File: config.mk
export PLATFORM = sky130hd
export DESIGN_NAME = vdn_status_regs
export DESIGN_NICKNAME = d
export VERILOG_FILES = /design/src/vdn_pkg.sv /design/src/vdn_status_regs.sv
export SDC_FILE = /design/constraint.sdc
export NUM_CORES = 1
export LEC_CHECK = 0
export ABC_AREA = 1
export BUFFER_PORTS_ARGS = -buffer_cell sky130_fd_sc_hd__buf_4
export CELL_PAD_IN_SITES_DETAIL_PLACEMENT = 1
export CELL_PAD_IN_SITES_GLOBAL_PLACEMENT = 2
export CORE_ASPECT_RATIO = 1.4
export CORE_MARGIN = 10
export CORE_UTILIZATION = 34
export DETAILED_ROUTE_END_ITERATION = 10
export PLACE_DENSITY = 0.82
export SYNTH_ARGS = -nofsm -noshare
export SYNTH_HDL_FRONTEND = slang
export SYNTH_SLANG_ARGS = --single-unit
File: constraint.sdc
create_clock -name core_clk_in -period 3.55 [get_ports core_clk_in]
set_input_delay 0.355 -clock core_clk_in [delete_from_list [all_inputs] [get_ports core_clk_in]]
set_output_delay 0.355 -clock core_clk_in [all_outputs]
set_load 0.02 [all_outputs]
File: src/vdn_pkg.sv
package vdn_pkg;
    localparam int ADDR_W = 9;
    localparam int DIM_W = 13;
    localparam int STR_W = 3;
    // register offsets
    localparam logic [ADDR_W-1:0] OFS_CONTROL = 9'h000;
    localparam logic [ADDR_W-1:0] OFS_STATUS = 9'h004;
    localparam logic [ADDR_W-1:0] OFS_ERROR = 9'h008;
    localparam logic [ADDR_W-1:0] OFS_MASK = 9'h00C;
    localparam logic [ADDR_W-1:0] OFS_REVISION = 9'h010;
    localparam logic [ADDR_W-1:0] OFS_FRAMES = 9'h014;
    localparam logic [ADDR_W-1:0] OFS_LINES = 9'h018;
    localparam logic [ADDR_W-1:0] OFS_PIXELS = 9'h01C;
    localparam logic [ADDR_W-1:0] OFS_SIZE = 9'h020;
    localparam logic [ADDR_W-1:0] OFS_STRENGTH = 9'h100;
    // field positions
    localparam int CTRL_COMMIT = 1;
    localparam int ST_W = 17;
    localparam int ST_BEGUN = 0;
    localparam int ST_DONE = 1;
    localparam int ST_FAULT = 16;
    localparam int ERR_W = 4;
    localparam int ERR_SHORT_LINE = 0;
    localparam int ERR_LONG_LINE = 1;
    localparam int ERR_SHORT_FRAME = 2;
    localparam int ERR_LONG_FRAME = 3;
    localparam int SIZE_PIX_LSB = 0;
    localparam int SIZE_LIN_LSB = 16;
    localparam logic [STR_W-1:0] STR_MAX = 3'h4;
    localparam int EV_W = 9;
    localparam int EV_BEGIN = 0;
    localparam int EV_DONE = 1;
    localparam int EV_PIX_TC = 2;
    localparam int EV_LINE_TC = 3;
    localparam int EV_FAULT = 4;
    localparam int EV_SHORT_LINE = 5;
    localparam int EV_LONG_LINE = 6;
    localparam int EV_SHORT_FRAME = 7;
    localparam int EV_LONG_FRAME = 8;
    localparam logic [1:0] RESP_OKAY = 2'h0;
    localparam logic [1:0] RESP_SLVERR = 2'h2;
    // values after reset
    localparam logic [DIM_W-1:0] RST_PIXELS = 13'h0780;
    localparam logic [DIM_W-1:0] RST_LINES = 13'h0438;
    localparam logic [STR_W-1:0] RST_STRENGTH = 3'h2;
    // arbitrary revision value
    localparam logic [31:0] RST_REVISION = 32'h0001_0000;

    typedef struct packed {
        logic [ADDR_W-1:0] awaddr;
        logic awvalid;
        logic [31:0] wdata;
        logic [3:0] wstrb;
        logic wvalid;
        logic bready;
        logic [ADDR_W-1:0] araddr;
        logic arvalid;
        logic rready;
    } vdn_lite_req_t;

    typedef struct packed {
        logic awready;
        logic wready;
        logic [1:0] bresp;
        logic bvalid;
        logic arready;
        logic [31:0] rdata;
        logic [1:0] rresp;
        logic rvalid;
    } vdn_lite_rsp_t;

    typedef struct packed {
        logic tvalid;
        logic tuser;
        logic tlast;
    } vdn_stream_t;

    typedef struct packed {
        logic [DIM_W-1:0] lines;
        logic [DIM_W-1:0] pixels;
    } vdn_dims_t;

    typedef struct packed {
        vdn_lite_rsp_t rsp;
        logic tready;
        logic irq;
        logic [EV_W-1:0] evt;
        logic [ST_W-1:0] status;
        logic [ERR_W-1:0] errs;
        logic [ST_W-1:0] mask;
        logic commit;
        vdn_dims_t shadow;
        vdn_dims_t work;
        logic [STR_W-1:0] shadow_str;
        logic [STR_W-1:0] work_str;
        logic [DIM_W-1:0] pix_cnt;
        logic [DIM_W-1:0] line_cnt;
        logic seen_sof;
        logic [31:0] frames;
        logic [31:0] lines;
        logic [31:0] pixels;
    } vdn_state_t;
endpackage : vdn_pkg

File: src/vdn_status_regs.sv
// What this block does
// - status flags stay set after their event until software clears them
// - writing one clears only that status flag; zero leaves it alone
// - status bit 0 sets when a new frame starts on the input stream
// - status bit 1 sets when a frame finishes
// - status bit 16 sets on any framing error
// - error flags and the summary flag stay latched until cleared
// - writing one to an error bit clears only that error flag
// - error bit 0 sets when a line ends short of the programmed width
// - error bit 1 sets when a line runs past the programmed width
// - error bit 2 sets when a frame starts before enough lines arrived
// - error bit 3 sets when lines exceed the programmed height
// - interrupt is OR of status flags ANDed with mask bits
// - interrupt is a level held while any enabled flag is set
// - read-only frame count at 0x0014 since reset
// - read-only line count at 0x0018 since reset
// - read-only pixel count at 0x001C since reset
// - frame size: pixels per line bits 12:0, lines bits 28:16
// - smoothing level accepts 0..4; 0 bypasses, 4 strongest
// - framing errors and frame events detected regardless of register use
// - nine-bit event vector in the documented bit order
// - event vector bits are unlatched, high only while the event lasts
// - frame size and smoothing level commit to working copy at frame end
`timescale 1ns/1ns
`default_nettype none
module vdn_status_regs
    import vdn_pkg::*;
#(
    parameter logic [DIM_W-1:0] DEF_PIXELS = RST_PIXELS,
    parameter logic [DIM_W-1:0] DEF_LINES = RST_LINES,
    parameter logic [STR_W-1:0] DEF_STRENGTH = RST_STRENGTH,
    parameter logic [31:0] REVISION_ID = RST_REVISION
)
(
    // clock and reset
    input wire logic core_clk_in,
    input wire logic rstn_in,
    // register slave
    input wire vdn_lite_req_t lite_req_in,
    output vdn_lite_rsp_t lite_rsp_out,
    // video stream tap
    input wire vdn_stream_t stream_in,
    output logic stream_tready_out,
    // event outputs
    output logic irq_out,
    output logic [EV_W-1:0] parallel_event_vector_out,
    // working settings for the filter datapath
    output vdn_dims_t work_dims_out,
    output logic [STR_W-1:0] smoothing_level_out
);

    vdn_state_t s_q;
    vdn_state_t s_d;

    function automatic logic [31:0] merge(input logic [31:0] old_v,
                                          input logic [31:0] new_v,
                                          input logic [3:0] strb);
        logic [31:0] r;
        r = old_v;
        for (int i = 0; i < 4; i++)
        begin
            if (strb[i])
            begin
                r[i*8 +: 8] = new_v[i*8 +: 8];
            end
        end
        return r;
    endfunction : merge

    function automatic logic addr_hit(input logic [ADDR_W-1:0] a);
        case (a)
            OFS_CONTROL, OFS_STATUS, OFS_ERROR, OFS_MASK, OFS_REVISION,
            OFS_FRAMES, OFS_LINES, OFS_PIXELS, OFS_SIZE, OFS_STRENGTH:
                return 1'b1;
            default:
                return 1'b0;
        endcase
    endfunction : addr_hit

    function automatic logic [DIM_W-1:0] sat_dim(input logic [DIM_W:0] v);
        return v[DIM_W] ? {DIM_W{1'b1}} : v[DIM_W-1:0];
    endfunction : sat_dim

    // bus handshakes
    logic wr_go;
    logic ar_go;
    logic [31:0] wmask;
    assign wr_go = s_q.rsp.awready && lite_req_in.awvalid && lite_req_in.wvalid;
    assign ar_go = s_q.rsp.arready && lite_req_in.arvalid;
    assign wmask = {{8{lite_req_in.wstrb[3]}}, {8{lite_req_in.wstrb[2]}},
                    {8{lite_req_in.wstrb[1]}}, {8{lite_req_in.wstrb[0]}}};

    // stream framing; it runs whether or not software ever touches the registers
    logic beat;
    logic sof;
    logic eol;
    logic [DIM_W-1:0] pos;
    logic [DIM_W:0] pos1;
    logic [DIM_W-1:0] lcur;
    logic [DIM_W:0] l1;
    logic short_line;
    logic long_line;
    logic short_frame;
    logic long_frame;
    logic pix_tc;
    logic frame_done;
    logic slave_err;
    assign beat = stream_in.tvalid && s_q.tready;
    assign sof = beat && stream_in.tuser;
    assign eol = beat && stream_in.tlast;
    assign pos = stream_in.tuser ? '0 : s_q.pix_cnt;
    assign pos1 = {1'b0, pos} + {{DIM_W{1'b0}}, 1'b1};
    assign lcur = stream_in.tuser ? '0 : s_q.line_cnt;
    assign l1 = {1'b0, lcur} + {{DIM_W{1'b0}}, 1'b1};
    assign short_line = eol && (pos1 < {1'b0, s_q.work.pixels});
    assign long_line = beat && (pos1 > {1'b0, s_q.work.pixels});
    // the first frame after reset has no earlier frame to be short against
    assign short_frame = sof && s_q.seen_sof && (s_q.line_cnt < s_q.work.lines);
    assign long_frame = eol && (l1 > {1'b0, s_q.work.lines});
    assign pix_tc = beat && (pos1 == {1'b0, s_q.work.pixels});
    assign frame_done = eol && (l1 == {1'b0, s_q.work.lines});
    assign slave_err = short_line || long_line || short_frame || long_frame;

    // sticky flag sets and software clears
    logic [ST_W-1:0] st_set;
    logic [ST_W-1:0] st_clr;
    logic [ERR_W-1:0] er_set;
    logic [ERR_W-1:0] er_clr;
    always_comb
    begin
        st_set = '0;
        st_set[ST_BEGUN] = sof;
        st_set[ST_DONE] = frame_done;
        st_set[ST_FAULT] = slave_err;
        er_set = '0;
        er_set[ERR_SHORT_LINE] = short_line;
        er_set[ERR_LONG_LINE] = long_line;
        er_set[ERR_SHORT_FRAME] = short_frame;
        er_set[ERR_LONG_FRAME] = long_frame;
    end
    assign st_clr = (wr_go && lite_req_in.awaddr == OFS_STATUS) ?
                    (lite_req_in.wdata[ST_W-1:0] & wmask[ST_W-1:0]) : '0;
    assign er_clr = (wr_go && lite_req_in.awaddr == OFS_ERROR) ?
                    (lite_req_in.wdata[ERR_W-1:0] & wmask[ERR_W-1:0]) : '0;

    // register read view
    logic [31:0] rd_val;
    always_comb
    begin
        rd_val = '0;
        case (lite_req_in.araddr)
            OFS_CONTROL: rd_val[CTRL_COMMIT] = s_q.commit;
            OFS_STATUS: rd_val[ST_W-1:0] = s_q.status;
            OFS_ERROR: rd_val[ERR_W-1:0] = s_q.errs;
            OFS_MASK: rd_val[ST_W-1:0] = s_q.mask;
            OFS_REVISION: rd_val = REVISION_ID;
            OFS_FRAMES: rd_val = s_q.frames;
            OFS_LINES: rd_val = s_q.lines;
            OFS_PIXELS: rd_val = s_q.pixels;
            OFS_SIZE:
            begin
                rd_val[SIZE_PIX_LSB +: DIM_W] = s_q.shadow.pixels;
                rd_val[SIZE_LIN_LSB +: DIM_W] = s_q.shadow.lines;
            end
            OFS_STRENGTH: rd_val[STR_W-1:0] = s_q.shadow_str;
            default: rd_val = '0;
        endcase
    end

    logic [31:0] wtmp;
    always_comb
    begin
        wtmp = '0;
        s_d = s_q;
        s_d.tready = 1'b1;
        // write channel: address and data are taken together, one at a time
        s_d.rsp.awready = !s_q.rsp.awready && !s_q.rsp.bvalid &&
                          lite_req_in.awvalid && lite_req_in.wvalid;
        s_d.rsp.wready = s_d.rsp.awready;
        if (s_q.rsp.bvalid && lite_req_in.bready)
        begin
            s_d.rsp.bvalid = 1'b0;
        end
        if (wr_go)
        begin
            s_d.rsp.bvalid = 1'b1;
            s_d.rsp.bresp = addr_hit(lite_req_in.awaddr) ? RESP_OKAY : RESP_SLVERR;
            case (lite_req_in.awaddr)
                OFS_CONTROL:
                begin
                    wtmp = merge({30'h0, s_q.commit, 1'b0}, lite_req_in.wdata,
                                 lite_req_in.wstrb);
                    s_d.commit = wtmp[CTRL_COMMIT];
                end
                OFS_MASK:
                begin
                    wtmp = merge({15'h0, s_q.mask}, lite_req_in.wdata, lite_req_in.wstrb);
                    s_d.mask = wtmp[ST_W-1:0];
                end
                OFS_SIZE:
                begin
                    wtmp = merge({3'h0, s_q.shadow.lines, 3'h0, s_q.shadow.pixels},
                                 lite_req_in.wdata, lite_req_in.wstrb);
                    s_d.shadow.pixels = wtmp[SIZE_PIX_LSB +: DIM_W];
                    s_d.shadow.lines = wtmp[SIZE_LIN_LSB +: DIM_W];
                end
                OFS_STRENGTH:
                begin
                    wtmp = merge({29'h0, s_q.shadow_str}, lite_req_in.wdata,
                                 lite_req_in.wstrb);
                    // out-of-range levels are dropped so the filter never sees them
                    if (wtmp[31:STR_W] == 29'h0 && wtmp[STR_W-1:0] <= STR_MAX)
                    begin
                        s_d.shadow_str = wtmp[STR_W-1:0];
                    end
                end
                default: ;
            endcase
        end
        // read channel
        s_d.rsp.arready = !s_q.rsp.arready && !s_q.rsp.rvalid && lite_req_in.arvalid;
        if (s_q.rsp.rvalid && lite_req_in.rready)
        begin
            s_d.rsp.rvalid = 1'b0;
        end
        if (ar_go)
        begin
            s_d.rsp.rvalid = 1'b1;
            s_d.rsp.rdata = rd_val;
            s_d.rsp.rresp = addr_hit(lite_req_in.araddr) ? RESP_OKAY : RESP_SLVERR;
        end
        // a set in the same cycle as its clear wins
        s_d.status = (s_q.status & ~st_clr) | st_set;
        s_d.errs = (s_q.errs & ~er_clr) | er_set;
        s_d.irq = |(s_d.status & s_d.mask);
        // unlatched copies of each event, one cycle per offending beat
        s_d.evt[EV_BEGIN] = sof;
        s_d.evt[EV_DONE] = frame_done;
        s_d.evt[EV_PIX_TC] = pix_tc;
        s_d.evt[EV_LINE_TC] = frame_done;
        s_d.evt[EV_FAULT] = slave_err;
        s_d.evt[EV_SHORT_LINE] = short_line;
        s_d.evt[EV_LONG_LINE] = long_line;
        s_d.evt[EV_SHORT_FRAME] = short_frame;
        s_d.evt[EV_LONG_FRAME] = long_frame;
        // position counters saturate so a runaway line cannot alias to valid
        if (eol)
        begin
            s_d.pix_cnt = '0;
            s_d.line_cnt = sat_dim(l1);
        end
        else if (beat)
        begin
            s_d.pix_cnt = sat_dim(pos1);
            s_d.line_cnt = lcur;
        end
        if (sof)
        begin
            s_d.seen_sof = 1'b1;
        end
        // throughput counters wrap naturally at 32 bits
        if (frame_done)
        begin
            s_d.frames = s_q.frames + 32'h1;
        end
        if (eol)
        begin
            s_d.lines = s_q.lines + 32'h1;
        end
        if (beat)
        begin
            s_d.pixels = s_q.pixels + 32'h1;
        end
        // settings change only at a frame boundary to avoid tearing
        if (frame_done && s_q.commit)
        begin
            s_d.work = s_q.shadow;
            s_d.work_str = s_q.shadow_str;
        end
    end

    always_ff @(posedge core_clk_in)
    begin
        if (!rstn_in)
        begin
            s_q <= '0;
            s_q.shadow.pixels <= DEF_PIXELS;
            s_q.shadow.lines <= DEF_LINES;
            s_q.work.pixels <= DEF_PIXELS;
            s_q.work.lines <= DEF_LINES;
            s_q.shadow_str <= DEF_STRENGTH;
            s_q.work_str <= DEF_STRENGTH;
        end
        else
        begin
            s_q <= s_d;
        end
    end

    assign lite_rsp_out = s_q.rsp;
    assign stream_tready_out = s_q.tready;
    assign irq_out = s_q.irq;
    assign parallel_event_vector_out = s_q.evt;
    assign work_dims_out = s_q.work;
    assign smoothing_level_out = s_q.work_str;

    a_sticky_begun: assert property (@(posedge core_clk_in) disable iff (!rstn_in)
        s_q.status[ST_BEGUN] && !st_clr[ST_BEGUN] |=> s_q.status[ST_BEGUN])
        else $error("begun flag dropped without a clear");
    a_w1c_done: assert property (@(posedge core_clk_in) disable iff (!rstn_in)
        st_clr[ST_BEGUN] && !sof && !st_clr[ST_DONE] && s_q.status[ST_DONE]
        |=> !s_q.status[ST_BEGUN] && s_q.status[ST_DONE])
        else $error("status clear hit the wrong bit");
    a_begin_sets: assert property (@(posedge core_clk_in) disable iff (!rstn_in)
        sof |=> s_q.status[ST_BEGUN] && s_q.evt[EV_BEGIN])
        else $error("frame start not flagged");
    a_done_sets: assert property (@(posedge core_clk_in) disable iff (!rstn_in)
        frame_done |=> s_q.status[ST_DONE] && $past(s_q.frames) + 32'h1 == s_q.frames)
        else $error("frame done not flagged or counted");
    a_fault_summary: assert property (@(posedge core_clk_in) disable iff (!rstn_in)
        slave_err |=> s_q.status[ST_FAULT] && (s_q.errs != '0))
        else $error("framing error without summary flag");
    a_err_sticky: assert property (@(posedge core_clk_in) disable iff (!rstn_in)
        s_q.errs[ERR_LONG_LINE] && !er_clr[ERR_LONG_LINE] |=> s_q.errs[ERR_LONG_LINE])
        else $error("error flag dropped without a clear");
    a_err_w1c: assert property (@(posedge core_clk_in) disable iff (!rstn_in)
        er_clr == 4'h1 && !short_line && s_q.errs[ERR_SHORT_FRAME]
        |=> !s_q.errs[ERR_SHORT_LINE] && s_q.errs[ERR_SHORT_FRAME])
        else $error("error clear hit the wrong bit");
    a_short_line: assert property (@(posedge core_clk_in) disable iff (!rstn_in)
        eol && (pos1 < {1'b0, s_q.work.pixels}) |=> s_q.errs[ERR_SHORT_LINE])
        else $error("short line missed");
    a_long_line: assert property (@(posedge core_clk_in) disable iff (!rstn_in)
        beat && pos == s_q.work.pixels |=> s_q.errs[ERR_LONG_LINE])
        else $error("long line missed");
    a_frame_errs: assert property (@(posedge core_clk_in) disable iff (!rstn_in)
        short_frame || long_frame |=> s_q.errs[ERR_SHORT_FRAME] || s_q.errs[ERR_LONG_FRAME])
        else $error("frame length error missed");
    a_irq_level: assert property (@(posedge core_clk_in) disable iff (!rstn_in)
        irq_out == |(s_q.status & s_q.mask))
        else $error("interrupt level disagrees with masked flags");
    a_pixel_wrap: assert property (@(posedge core_clk_in) disable iff (!rstn_in)
        beat |=> s_q.pixels == $past(s_q.pixels) + 32'h1)
        else $error("pixel count did not wrap");
    a_evt_unlatched: assert property (@(posedge core_clk_in) disable iff (!rstn_in)
        !slave_err |=> !s_q.evt[EV_FAULT])
        else $error("event vector held past its event");
    a_commit_frame: assert property (@(posedge core_clk_in) disable iff (!rstn_in)
        !(frame_done && s_q.commit) |=> $stable(s_q.work) && $stable(s_q.work_str))
        else $error("working settings changed outside a committed frame end");
    a_level_range: assert property (@(posedge core_clk_in) disable iff (!rstn_in)
        wr_go && lite_req_in.awaddr == OFS_STRENGTH && lite_req_in.wstrb[0]
        && lite_req_in.wdata[STR_W-1:0] > STR_MAX |=> $stable(s_q.shadow_str))
        else $error("out-of-range smoothing level accepted");
    a_line_count: assert property (@(posedge core_clk_in) disable iff (!rstn_in)
        eol |=> s_q.lines == $past(s_q.lines) + 32'h1)
        else $error("line count did not advance");
    a_evt_order: assert property (@(posedge core_clk_in) disable iff (!rstn_in)
        frame_done |=> s_q.evt[EV_DONE] && s_q.evt[EV_LINE_TC])
        else $error("frame end missing from event vector");
    a_evt_fault: assert property (@(posedge core_clk_in) disable iff (!rstn_in)
        slave_err |=> s_q.evt[EV_FAULT])
        else $error("framing error missing from event vector");
    a_short_frame: assert property (@(posedge core_clk_in) disable iff (!rstn_in)
        sof && s_q.seen_sof && (s_q.line_cnt < s_q.work.lines) |=> s_q.errs[ERR_SHORT_FRAME])
        else $error("short frame missed");
    a_long_frame: assert property (@(posedge core_clk_in) disable iff (!rstn_in)
        eol && (l1 > {1'b0, s_q.work.lines}) |=> s_q.errs[ERR_LONG_FRAME])
        else $error("long frame missed");
    a_size_write: assert property (@(posedge core_clk_in) disable iff (!rstn_in)
        wr_go && lite_req_in.awaddr == OFS_SIZE && lite_req_in.wstrb == 4'hF
        |=> s_q.shadow.pixels == $past(lite_req_in.wdata[SIZE_PIX_LSB +: DIM_W])
        && s_q.shadow.lines == $past(lite_req_in.wdata[SIZE_LIN_LSB +: DIM_W]))
        else $error("frame size write landed in the wrong field");

endmodule : vdn_status_regs
`default_nettype wire

==> results.md <==
- Avg Cell Area, Syn: 6.88 um^2
- Largest net degree at the start of global routing: 80
- DRC Markers: 0
- Ys Warns: 0
- Ys flop type: dfxtp_1
- Tcrit/Tclk final: 90.6%
- WP data required: 4.02 ns
- WP data arrival: 3.69 ns
- Vias: 14,700
- Crit path top cell by count: nand2_1
- Final setup vio count: 0
- Root Buffer: clkbuf_16
- Leakage: 7.00 nW
- Slew headroom: 47.7%
- DIE WIDTH: 196 um
- Maximum vdd drop: 0.392 mV
- Syn Std Cell Area: around 0.015 mm^2
- Slew Viols, Final: 0
- Deepest clock path buffer count: 3
- Port Buffer Count: around 140
- Sequential Power Share: 43.8%
- Number of cell rows: 90
- RD Place Congestion: 0.921
- Clock transition at path regs: about 0.06 ns
- Final Core Density: 39.5%
- First-pass DRT Iterations: 5
- Status: complete, no violations
- Sw Ratio: 24.2%
- H-tree depth: 1
- Class of the worst hold path: input port to flip-flop
- Final hold vios: 0
- Grt total ovfl: 0
- CTS buffer count: 30
- # IOs: 145
- Layout cells sized above 1: 12.1%
- Post-synthesis cell type count: 50
- Worst slew pin tran: 0.776 ns
- Starting Density: 34.3%
- Post-CTS Resized: 0
- Clk sink count: roughly 270
- Crit path max-delay family: simple AND/OR/NAND/NOR gates
- # diodes: 0
- Final Routed Wirelength: roughly 58,000 um
- Startpoint types: flip-flop
- Sw Pwr: between 0.0015 and 0.002 W
- Endpoint class of the critical path: flip-flop
- Vias in the first global route: 15,200
- Crit path max fanout: 3
- CP max stage cell: dfxtp_1
- Post-Synthesis Cells: 2,154
- Die area: 0.0524 mm^2
- Initial DRC count: 746
- CTS tree: yes
- Initial antenna violation count: 0
- Final hold slack: 0.0266 ns
- Global-route wire length before repair: 89,100 um
- Routed Antenna Nets: 0
- P_int: 0.00531 W
- Hold-fix buffers, CTS: 0
- Worst path max stage delay: between 0.3 and 0.4 ns
- RSZ-0062 raised after global routing: no
- Chip height: 267 um
- Filler cells: about 5,500
- Worst path bufs/invs: 2
- Clk_skew: 0.0117 ns
- Core Footprint: 0.0431 mm^2
- Seq cells post-synth: 268
- Power per cell area: between 400 and 500 mW/mm^2
- Fmax: 311 MHz
- Clk pwr share: between 50% and 60%
- Async set-reset flop share out of synthesis: 0%
- Min Tclk post-route: around 3.2 ns
- Aggregate global-route resource usage: 21.6%
- Final net count: 2,316
- Layout Area Growth over Synthesis: 15.1%
- Post-synthesis sequential area ratio: 36.2%
- Storage element area: 0.00537 mm^2
- Post-synth EDFFs: 0
- Area of the multi-input gates: roughly 0.0074 mm^2
- Post-CTS setup buffers: 0
- Post-DP HPWL: 45,800 um
- Clk_lat worst skew: 0.58 ns
- Critical setup path kind: flip-flop to flip-flop
- Combinational share of power: 6.0%
- Routed wire length per instance: 20.9 um
- Avg Vias per Cell: 5.27
- Max Cap Viol: 0
- Critical-path cell list: inv_1 > nor2_2 > ha_1 > nand3_1 > nor2_2 > nand2_1 > nor2_2 > nand2_1 > xor2_1 > inv_1 > ha_1 > nand2_1 > nor2_1 > nand2_1 > nand2_1 > nor2_1 > o21ai_0 > nand2_1 > nand3_1 > nor2_2 > nand2_1 > nand2_1 > nand2_1
cells by family after synthesis:
| family | share of synthesized area [%] |
|---|---|
| and+or+nand+nor | 26.3 |
| AOI/OAI and AO/OA | 17.3 |
| buffers and inverters | 13.8 |
| DFF | 36.2 |
| xor gates and xnor gates | 2.72 |
| adders and majority gates | 3.63 |
| other | 0.0253 |
per-stage QoR:
step | total power, W | setup slack [ns] | cell area [um^2] | std cells | TNS, ns
detailed placement | 0.00355 | -0.0868 | 15900 | 2729 | -0.0966
global placement | 0.00354 | 0.0665 | 15900 | 2729 | 0
floorplan | 0.00337 | 0.391 | 14800 | 2155 | 0
CTS | 0.00707 | 0.000521 | 17000 | 2785 | 0
global route | 0.00725 | 0.0171 | 17100 | 2785 | 0
finish | 0.00700 | 0.335 | 17100 | 2785 | 0
state kept, by name, indices dropped and copies added (netlist names):
| name | cells |
|---|---|
| smoothing_level_out | 3 |
| parallel_event_vector_out | 8 |
| stream_tready_out | 1 |
| work_dims_out | 26 |
| irq_out | 1 |
| lite_rsp_out | 38 |
| s_q | 191 |
tightest hold or removal path, stage by stage:
cell      delay [ns]
buf_4           0.10
nand2_1         0.05
o211ai_1        0.07
worst paths after layout:
kind | from | slack, ns | endpoint | cells after the start
hold / removal | lite_req_in[37] | 0.03 | s_q[172]$_SDFFE_PN1P_ | 3
setup / recovery | s_q[110]$_SDFFE_PP0P_ | 0.33 | irq_out$_SDFF_PN0_ | 23
setup reg to reg | s_q[110]$_SDFFE_PP0P_ | 0.33 | irq_out$_SDFF_PN0_ | 23
hold reg to reg | lite_rsp_out[35]$_SDFF_PN0_ | 0.45 | lite_rsp_out[35]$_SDFF_PN0_ | 1
cell usage after synthesis (5+ instances only):
| master | n | area [um^2] |
|---|---|---|
| xnor2_1 | 9 | 78.8 |
| o21a_1 | 5 | 37.5 |
| xor2_1 | 37 | 324 |
| nand3b_1 | 12 | 90.1 |
| a211oi_1 | 5 | 37.5 |
| nand3_1 | 81 | 405 |
| nor3_1 | 56 | 280 |
| o22ai_1 | 32 | 200 |
| nand2_1 | 377 | 1420 |
| buf_4 | 79 | 593 |
| inv_1 | 300 | 1130 |
| nor3b_1 | 10 | 75.1 |
| buf_1 | 5 | 18.8 |
| clkbuf_1 | 47 | 176 |
| a21oi_1 | 193 | 966 |
| o21ai_0 | 173 | 866 |
| dfxtp_1 | 268 | 5370 |
| nand4_1 | 55 | 344 |
| nor4_1 | 15 | 93.8 |
| nor2_1 | 236 | 886 |
| nor2_2 | 12 | 75.1 |
| ha_1 | 43 | 538 |
| o221ai_1 | 6 | 52.6 |
| inv_2 | 5 | 18.8 |
| a221oi_1 | 20 | 175 |
| buf_2 | 15 | 75.1 |
| a31oi_1 | 8 | 50.1 |
| o211ai_1 | 11 | 82.6 |
cell usage in the layout, fill, tap and decap left out, types with 31 or more instances in the layout:
master     instances
a21oi_1          193
buf_4            169
clkbuf_16         31
dfxtp_1          268
ha_1              43
inv_1            300
nand2_1          377
nand3_1           81
nand4_1           55
nor2_1           229
nor3_1            55
o21ai_0          173
o22ai_1           32
xor2_1            37
per-layer routing:
layer | track usage, % | routed length (um) | up-vias
li1 | - | - | 7132
met1 | 23.8 | 23000 | 7159
met2 | 40.8 | 31000 | 291
met3 | 2.31 | 1980 | 96
met4 | 8.93 | 2360 | 0
met5 | 0 | 0 | -
final cells by class:
cell class	count	share of cell area, %
multi-input combinational	1431	43.5
sequential	268	31.5
timing repair buffer	171	7.68
inverter	307	6.77
clock buffer	38	5.00
tap	552	4.05
clock inverter	18	1.49
power by group through the flow:
| stage | logic [W] | clock network [W] | registers, W |
|---|---|---|---|
| floorplan | 0.000246 | 0 | 0.00312 |
| detailed placement | 0.000421 | 0 | 0.00313 |
| global route | 0.000467 | 0.00372 | 0.00307 |
| global placement | 0.000411 | 0 | 0.00313 |
| CTS | 0.000424 | 0.00358 | 0.00306 |
| finish | 0.000421 | 0.00352 | 0.00306 |
Power figures use the tool's default switching activity.
